File: src/gtc_cfg.svh
// Register offsets, field positions, reset values and limits of the timer.
`ifndef GTC_CFG_SVH
`define GTC_CFG_SVH
`define GTC_OFF_CTRL    8'h00
`define GTC_OFF_CMD     8'h04
`define GTC_OFF_PERIOD  8'h08
`define GTC_OFF_DUTY    8'h0C
`define GTC_OFF_COUNT   8'h10
`define GTC_OFF_STATUS  8'h14
`define GTC_OFF_CLKHZ   8'h18
`define GTC_OFF_CAPA    8'h1C
`define GTC_OFF_CAPB    8'h20
`define GTC_OFF_IRQST   8'h24
`define GTC_OFF_IRQMSK  8'h28
`define GTC_CTRL_MODE   0
`define GTC_CTRL_DIR    2
`define GTC_CTRL_SEL    3
`define GTC_CTRL_CAPEN  7
`define GTC_CTRL_PIN    8
`define GTC_CMD_START   0
`define GTC_CMD_STOP    1
`define GTC_CMD_RESET   2
`define GTC_EV_CYCLE    0
`define GTC_EV_CAPA     1
`define GTC_EV_CAPB     2
`define GTC_RST_SEL     4'h0
`define GTC_RST_MASK    3'h0
`define GTC_SEL_MAX     4'h9
`define GTC_PRE_W       10
`endif

File: src/gtc_pkg.sv
// Types shared by the general timer core.
package gtc_pkg;
    // Operating behaviour of the counter.
    typedef enum logic [1:0] {
        GTC_PERIODIC = 2'h0,
        GTC_ONESHOT  = 2'h1,
        GTC_PWM      = 2'h3,
        GTC_FREE     = 2'h2
    } gtc_mode_t;
    // Count direction.
    typedef enum logic {
        GTC_DOWN = 1'h0,
        GTC_UP   = 1'h1
    } gtc_dir_t;
    // Run state, stopped or counting.
    typedef enum logic {
        GTC_STOPPED  = 1'h0,
        GTC_COUNTING = 1'h1
    } gtc_run_t;
endpackage

File: src/gtc_core.sv
// General timer core: prescaled up/down counter with APB registers.
//
// Register access over APB and the placing of the registers are this design's own decisions.
`timescale 1ns/1ns
`default_nettype none
`include "gtc_cfg.svh"
module gtc_core
    import gtc_pkg::*;
#(
    parameter int W      = 32,          // Counter width, 16 or 32.
    parameter int AW     = 8,           // APB address width.
    parameter int SRC_HZ = 50000000     // Source clock rate in Hz.
) (
    input  wire logic          I_CLK,     // Source clock.
    input  wire logic          I_NRST,    // Async reset, active low.
    input  wire logic          I_PSEL,    // APB select.
    input  wire logic          I_PENABLE, // APB access phase.
    input  wire logic          I_PWRITE,  // APB direction, 1 = write.
    input  wire logic [AW-1:0] I_PADDR,   // APB byte address.
    input  wire logic [31:0]   I_PWDATA,  // APB write data.
    input  wire logic          I_CAP_A,   // Capture input A.
    input  wire logic          I_CAP_B,   // Capture input B.
    output logic               O_PREADY,  // APB ready.
    output logic               O_PSLVERR, // APB error, unmapped address.
    output logic [31:0]        O_PRDATA,  // APB read data.
    output logic               O_IRQ,     // Level interrupt.
    output logic [1:0]         O_PWM      // PWM pins, one selected.
);
    localparam int PW = `GTC_PRE_W;

    // The whole state of the block in one record.
    typedef struct packed {
        gtc_run_t        run;      // Run state.
        gtc_mode_t       mode;     // Operating mode.
        gtc_dir_t        dir;      // Count direction.
        logic [3:0]      sel;      // Prescaler code.
        logic            cap_en;   // Capture enable.
        logic            pin;      // PWM pin select.
        logic [W-1:0]    period;   // Period in ticks.
        logic [W-1:0]    duty;     // Duty as written.
        logic [W-1:0]    duty_act; // Duty in use this cycle.
        logic [W-1:0]    cnt;      // Live counter.
        logic [W-1:0]    cap_a;    // Capture A value.
        logic [W-1:0]    cap_b;    // Capture B value.
        logic [PW-1:0]   presc;    // Prescaler count.
        logic [2:0]      stat;     // Sticky event bits.
        logic [2:0]      mask;     // Interrupt enables.
        logic            prev_a;   // Capture A last level.
        logic            prev_b;   // Capture B last level.
        logic            pready;   // APB ready flop.
        logic            pslverr;  // APB error flop.
        logic [31:0]     prdata;   // APB read data flop.
        logic            irq;      // Interrupt flop.
        logic [1:0]      pwm;      // PWM pin flops.
    } gtc_state_t;

    gtc_state_t r;       // Registered state.
    gtc_state_t next_r;  // Next state.

    // Terminal prescaler count for a code; 512 does not exist.
    function automatic logic [PW-1:0] div_tc(input logic [3:0] s);
        logic [PW-1:0] v;
        v = '0;
        if (s >= `GTC_SEL_MAX) begin
            v = '1;
        end else begin
            v = PW'((1 << s) - 1);
        end
        return v;
    endfunction

    // Counting clock rate in Hz for a code.
    function automatic logic [31:0] tick_hz(input logic [3:0] s);
        logic [31:0] h;
        h = 32'(SRC_HZ);
        if (s >= `GTC_SEL_MAX) begin
            h = h >> PW;
        end else begin
            h = h >> s;
        end
        return h;
    endfunction

    // Zero-extends a counter-wide value to the bus width.
    function automatic logic [31:0] ext(input logic [W-1:0] v);
        logic [31:0] e;
        e = '0;
        e[W-1:0] = v;
        return e;
    endfunction

    logic          running;  // Counter is counting.
    logic          tick;     // Prescaled tick this cycle.
    logic [W-1:0]  top;      // Last value of an up cycle, first of a down one.
    logic [W-1:0]  init;     // Start value of a cycle.
    logic          expire;   // Cycle ends at this edge.
    logic          rise_a;   // Rising edge on capture A.
    logic          rise_b;   // Rising edge on capture B.
    logic          acc;      // First access cycle, data prepared.
    logic          done;     // Completion edge of a transfer.
    logic [W-1:0]  elapsed;  // Ticks into the next cycle state.
    logic          pwm_on;   // PWM level for the next cycle.

    // Shared decode of the counter and bus conditions.
    always_comb begin
        running = (r.run == GTC_COUNTING);
        tick = running && (r.presc == div_tc(r.sel));
        // Free running uses the whole range; else period ticks.
        top = (r.mode == GTC_FREE) ? '1 : W'(r.period - 1'b1);
        init = (r.dir == GTC_UP) ? '0 : top;
        if (r.dir == GTC_UP) begin
            // Compare with >= so a shortened period cannot run away.
            expire = tick && (r.cnt >= top);
        end else begin
            expire = tick && (r.cnt == '0);
        end
        // Last levels reset low like idle pins: no false edge.
        rise_a = I_CAP_A && !r.prev_a;
        rise_b = I_CAP_B && !r.prev_b;
        // One wait state: data is prepared here, pready rises next.
        acc = I_PSEL && I_PENABLE && !r.pready;
        done = I_PSEL && I_PENABLE && r.pready;
    end

    // Next-state logic: counter, commands, capture, bus and interrupt.
    always_comb begin
        next_r = r;
        next_r.prev_a = I_CAP_A;
        next_r.prev_b = I_CAP_B;
        // Prescaler restarts with each tick and rests while stopped.
        if (!running || tick) begin
            next_r.presc = '0;
        end else begin
            next_r.presc = PW'(r.presc + 1'b1);
        end
        // Counter steps one per tick, reloading at cycle end.
        if (expire) begin
            next_r.cnt = init;
            next_r.duty_act = r.duty;
            if (r.mode == GTC_ONESHOT) begin
                next_r.run = GTC_STOPPED;
            end
        end else if (tick) begin
            if (r.dir == GTC_UP) begin
                next_r.cnt = W'(r.cnt + 1'b1);
            end else begin
                next_r.cnt = W'(r.cnt - 1'b1);
            end
        end
        // With the counter idle the buffered duty applies at once.
        if (!running) begin
            next_r.duty_act = r.duty;
        end
        // Captures, only while enabled.
        if (r.cap_en && rise_a) begin
            next_r.cap_a = r.cnt;
        end
        if (r.cap_en && rise_b) begin
            next_r.cap_b = r.cnt;
        end
        // Bus: data prepared in the first access cycle.
        next_r.pready = acc;
        if (acc) begin
            next_r.pslverr = 1'b0;
            next_r.prdata = '0;
            unique case (I_PADDR)
                `GTC_OFF_CTRL: begin
                    next_r.prdata[`GTC_CTRL_MODE +: 2] = r.mode;
                    next_r.prdata[`GTC_CTRL_DIR] = r.dir;
                    next_r.prdata[`GTC_CTRL_SEL +: 4] = r.sel;
                    next_r.prdata[`GTC_CTRL_CAPEN] = r.cap_en;
                    next_r.prdata[`GTC_CTRL_PIN] = r.pin;
                end
                `GTC_OFF_CMD: begin
                    next_r.prdata = '0; // Write-only commands.
                end
                `GTC_OFF_PERIOD: begin
                    next_r.prdata = ext(r.period);
                end
                `GTC_OFF_DUTY: begin
                    next_r.prdata = ext(r.duty);
                end
                `GTC_OFF_COUNT: begin
                    next_r.prdata = ext(r.cnt);
                end
                `GTC_OFF_STATUS: begin
                    next_r.prdata[0] = r.run;
                    next_r.prdata[1] = r.dir;
                end
                `GTC_OFF_CLKHZ: begin
                    next_r.prdata = tick_hz(r.sel);
                end
                `GTC_OFF_CAPA: begin
                    next_r.prdata = ext(r.cap_a);
                end
                `GTC_OFF_CAPB: begin
                    next_r.prdata = ext(r.cap_b);
                end
                `GTC_OFF_IRQST: begin
                    next_r.prdata[2:0] = r.stat;
                end
                `GTC_OFF_IRQMSK: begin
                    next_r.prdata[2:0] = r.mask;
                end
                default: begin
                    next_r.pslverr = 1'b1; // Unmapped address.
                end
            endcase
        end
        // Writes and read side effects act at the completion edge.
        if (done && I_PWRITE && !r.pslverr) begin
            unique case (I_PADDR)
                `GTC_OFF_CTRL: begin
                    next_r.mode = gtc_mode_t'(
                        I_PWDATA[`GTC_CTRL_MODE +: 2]);
                    next_r.dir = gtc_dir_t'(I_PWDATA[`GTC_CTRL_DIR]);
                    // Codes above the 1024 setting are ignored.
                    if (I_PWDATA[`GTC_CTRL_SEL +: 4] <= `GTC_SEL_MAX) begin
                        next_r.sel = I_PWDATA[`GTC_CTRL_SEL +: 4];
                    end
                    next_r.cap_en = I_PWDATA[`GTC_CTRL_CAPEN];
                    next_r.pin = I_PWDATA[`GTC_CTRL_PIN];
                end
                `GTC_OFF_CMD: begin
                    // Reset reloads only counter and prescaler.
                    if (I_PWDATA[`GTC_CMD_RESET]) begin
                        next_r.cnt = init;
                        next_r.presc = '0;
                    end
                    if (I_PWDATA[`GTC_CMD_START] && !running) begin
                        next_r.run = GTC_COUNTING;
                        next_r.presc = '0;
                    end
                    // Stop wins when start and stop come together.
                    if (I_PWDATA[`GTC_CMD_STOP]) begin
                        next_r.run = GTC_STOPPED;
                    end
                end
                `GTC_OFF_PERIOD: begin
                    // Applies at once; a down count uses it at reload.
                    next_r.period = I_PWDATA[W-1:0];
                end
                `GTC_OFF_DUTY: begin
                    next_r.duty = I_PWDATA[W-1:0];
                end
                `GTC_OFF_IRQMSK: begin
                    next_r.mask = I_PWDATA[2:0];
                end
                default: begin
                    next_r.mask = r.mask; // Read-only, ignored.
                end
            endcase
        end
        // Events set sticky bits; a set wins over the read clear.
        next_r.stat = r.stat;
        if (done && !I_PWRITE && (I_PADDR == `GTC_OFF_IRQST)) begin
            next_r.stat = r.stat & ~r.prdata[2:0];
        end
        next_r.stat[`GTC_EV_CYCLE] = next_r.stat[`GTC_EV_CYCLE]
            | expire;
        next_r.stat[`GTC_EV_CAPA] = next_r.stat[`GTC_EV_CAPA]
            | (r.cap_en && rise_a);
        next_r.stat[`GTC_EV_CAPB] = next_r.stat[`GTC_EV_CAPB]
            | (r.cap_en && rise_b);
        // Built from next values so the line tracks the status flops.
        next_r.irq = |(next_r.stat & next_r.mask);
        // PWM level follows the next counter position; a down count
        // measures its ticks back from the top of the cycle.
        if (next_r.dir == GTC_UP) begin
            elapsed = next_r.cnt;
        end else begin
            elapsed = W'(top - next_r.cnt);
        end
        pwm_on = (next_r.run == GTC_COUNTING)
            && (next_r.mode == GTC_PWM)
            && (elapsed < next_r.duty_act);
        next_r.pwm = next_r.pin ? {pwm_on, 1'b0} : {1'b0, pwm_on};
    end

    // State register; reset leaves the timer stopped, full range.
    // All ones for the period gives the widest range until it is set.
    always_ff @(posedge I_CLK or negedge I_NRST) begin
        if (!I_NRST) begin
            r <= '0;
            r.run <= GTC_STOPPED;
            r.mode <= GTC_PERIODIC;
            r.dir <= GTC_UP;
            r.sel <= `GTC_RST_SEL;
            r.mask <= `GTC_RST_MASK;
            r.period <= '1;
        end else begin
            r <= next_r;
        end
    end

    assign O_PREADY = r.pready;
    assign O_PSLVERR = r.pslverr;
    assign O_PRDATA = r.prdata;
    assign O_IRQ = r.irq;
    assign O_PWM = r.pwm;
endmodule
`default_nettype wire

File: config.mk
export PLATFORM = sky130hd
export DESIGN_NAME = gtc_core
export DESIGN_NICKNAME = d
export VERILOG_FILES = /design/src/gtc_pkg.sv /design/src/gtc_core.sv
export VERILOG_INCLUDE_DIRS = /design/src
export SDC_FILE = /design/constraint.sdc
export NUM_CORES = 1
export LEC_CHECK = 0
export BUFFER_PORTS_ARGS = -buffer_cell sky130_fd_sc_hd__buf_2
export CAP_MARGIN = 10
export CORE_UTILIZATION = 51
export CTS_CLUSTER_DIAMETER = 200
export DETAILED_ROUTE_END_ITERATION = 10
export PLACE_DENSITY = 0.68
export SLEW_MARGIN = 0
export SYNTH_ARGS = -nofsm -noshare
export SYNTH_HDL_FRONTEND = slang
export SYNTH_SLANG_ARGS = --single-unit
File: constraint.sdc
create_clock -name I_CLK -period 20.9 [get_ports I_CLK]
set_clock_uncertainty 0.1 [all_clocks]
set_input_delay 1.045 -clock I_CLK [delete_from_list [all_inputs] [get_ports I_CLK]]
set_output_delay 1.045 -clock I_CLK [all_outputs]
set_load 0.05 [all_outputs]
==> results.py <==
metrics = {
    "power": {
        "pwr-share-seq_pct": 45.7,
        "combinationalPowerShare_pct": 6.9,
        "p_sw_share_pct": 24.3,
        "p_clk_share_pct": 47.4,
        "power_mw": 1.12,
        "irDropWorstVdd_uv": 66.8,
        "cellPowerDensity_nw_per_um2": 58.3,
        "p_int_mw": 0.851,
        "switchingPower_mw": 0.273,
        "p_leak_nw": 9.55,
    },
    "floorplanning": {
        "dieArea_um2": 35300,
        "die_x_um": 188,
        "core_um2": 33800,
        "initial_core_util_pct": 52.2,
        "rows": 67,
        "die_y_um": 188,
        "pin_count": 84,
    },
    "sta": {
        "min_period_ns": 10.57,
        "rsz0062_at_grt": "no",
        "hold_viol": 0,
        "finalSetupViolations": 0,
        "maxSlewViolCount": 0,
        "tns_ns": 0,
        "max-slew-margin-rel_pct": 31.7,
        "period_share_pct": 50.6,
        "fin_ws_ns": 10.33,
        "worst_pin_slew_ns": 1.02,
        "fmax_ghz": 0.0946,
    },
    "synth": {
        "synth_cell_type_count": 77,
        "yosys-top-cells-area": "dfrtp_1, ha_1, mux2_2",
        "netlist_instances": 1893,
        "synth.top_cell.area_share_pct": 31.8,
        "ys_ff_latch": 257,
        "mappedNetlistNets": 2070,
        "yosysTopAreaCell": "dfrtp_1",
        "async_flop_share_pct": 100,
        "syn-cell-area_um2": 17600,
        "synth_ff_type": "dfrtp_1",
        "seq_area_frac_synth_pct": 36.7,
        "synth_warnings": 0,
        "avgSynthCellArea_um2": 9.32,
        "synth_edf_count": 0,
    },
    "drt": {
        "drt-initial-drc-count": 1499,
        "vias": 15000,
        "via_per_inst": 6.29,
        "wl_per_cell_um": 22.8,
        "final_antenna_net_count": 0,
        "first_pass_iters": 7,
        "drc_errors": 0,
        "drt_wl_total_um": 54500,
    },
    "cts": {
        "clkLatencyLatePin_ns": 0.55,
        "clock_sinks": 257,
        "cts_resized": 0,
        "root_buffer": "clkbuf_16",
        "htreeDepth": 1,
        "cts_hold_buf": 0,
        "path_clk_slew_ns": 0.06,
        "clockBufferDepth": 3,
        "cts_tree": "done",
        "numCtsBuffers": 28,
        "postCtsSetupBuffers": 0,
    },
    "layout": {
        "final_cell_mix": "dfrtp_1, nand2_1, mux2_2",
        "n_antenna_cell": 0,
        "fillCellCount": 2938,
        "final_nets": 2091,
        "layoutNonFillerInstCount": 2384,
        "final_common_cell": "dfrtp_1",
        "drive_gt1_share_pct": 18.2,
        "syn2layout_area_growth_pct": 9.23,
    },
    "critical_path": {
        "worst_ep_required_time_ns": 21.28,
        "cp_data_arrival_time_ns": 10.95,
        "critPathMaxStageDelay_ns": 0.65,
        "slowest_stage": "or4b_1",
        "crit_path_frequent_cell": "a21oi_1",
        "reg2reg_slack_ns": 10.33,
        "crit_fanout": 35,
        "path_class": "reg -> reg",
        "endpoint_kind": "flip-flop",
        "start_kind": "flip-flop",
    },
    "global_routing": {
        "overflow": 0,
        "antenna_found_initial": 0,
        "grt_pass1_wl_um": 84200,
        "grt_max_degree": 111,
        "grt_use_total_pct": 30.6,
        "grt_pass1_vias": 14400,
    },
    "placed_design": {
        "dp_hpwl_um": 39900,
        "dp_slack_ns": 10.44,
        "dp_cells": 2332,
        "portBuffers": 83,
        "routabilityCongestion": 0.926,
    },
    "min_path": {
        "hp-class": "reg -> reg",
    },
    "status": {
        "status": "finished clean",
    },
    "run": {
        "max_cap_violations": 0,
    },
}
[stage by stage]
stage / area (um^2) / hold slack [ns] / util (%)
floorplan: 17600 / 0.346 / -
global placement: 18300 / 0.354 / 54.1
finish: 19300 / 0.378 / 57.0
global route: 19300 / 0.396 / 57.0
CTS: 19300 / 0.383 / 57.0
detailed placement: 18300 / 0.368 / 54.1
[metal layers]
layer  up-vias  wire, um  global-route usage, %
met5         -         0                      0
met4         0      1820                   10.3
met3       105      4540                   4.10
met2       685     23400                   45.7
met1      7291     24700                   45.5
li1       6913         -                      -
[flip-flops by register name, indices dropped and copies added, names as in the netlist]
signal / flops
O_IRQ: 1
O_PWM: 2
running: 1
O_PRDATA: 32
O_PSLVERR: 1
O_PREADY: 1
r: 219
[synth_stat cells, types with 15 or more instances]
cell,count
ha_1,128
buf_4,34
and3_1,16
nor4_1,19
a21o_1,33
nand2_1,137
mux2_2,133
xnor2_1,58
o21a_1,15
mux2i_1,48
nand2b_1,26
nor2_1,120
a31oi_1,36
nor2b_1,18
a211oi_1,19
and2_1,17
nand4_1,16
a22oi_1,25
inv_1,119
o21ai_0,94
dfrtp_1,224
xor2_1,29
dfstp_2,33
nor3_1,50
a222oi_1,31
nand3_1,40
a21oi_1,124
clkbuf_1,66
[power by group through the flow]
stage                     Sequential (mW)  Clock (mW)  Combinational [mW]
final                               0.514       0.532              0.0777
after global routing                0.514       0.556              0.0849
after CTS                           0.513       0.537              0.0781
after detailed placement            0.522           0              0.0778
after global placement              0.522           0              0.0765
after floorplan                     0.519           0              0.0533
[layout make-up]
cell class / count / area, um^2 / area share (%)
Multi-Input combinational cell: 1397 / 10200 / 52.8
Clock buffer: 42 / 835 / 4.33
Inverter: 120 / 450 / 2.34
Tap cell: 448 / 561 / 2.91
Timing Repair Buffer: 110 / 628 / 3.26
Sequential cell: 257 / 6470 / 33.6
Clock inverter: 10 / 155 / 0.805
[critical path, delay by kind of cell, from the launching register on]
family                     cells  cell delay (ns)
buffers and inverters          1             0.37
muxes                          1             0.09
and+or+nand+nor               17             4.16
AOI/OAI and AO/OA             17             4.39
xor gates and xnor gates       1             0.16
adders and majority gates      3             0.79
DFF                            1             0.39
[path summary, 6_finish.rpt]
path	start	to	cells after the start
worst max-delay path	r[228]	O_PWM[0]	40
worst min-delay path	O_PRDATA[7]	O_PRDATA[7]	1
worst max register to register	r[228]	O_PWM[0]	40
worst min register to register	O_PRDATA[7]	O_PRDATA[7]	1
max in group asynchronous	I_NRST	r[91]	2
min in group asynchronous	I_NRST	r[51]	1
[logic make-up (layout without fill, tap and decap cells)]
logic type	Yosys count	after routing	share of synthesized area, %
fa+ha+maj	132	132	9.42
flops	257	257	36.7
buf+inv	239	282	5.87
simple gates	522	522	14.7
xor+xnor	87	87	4.32
compound gates	475	475	17.7
mux	181	181	11.2
(Power assumes the default switching activity.)
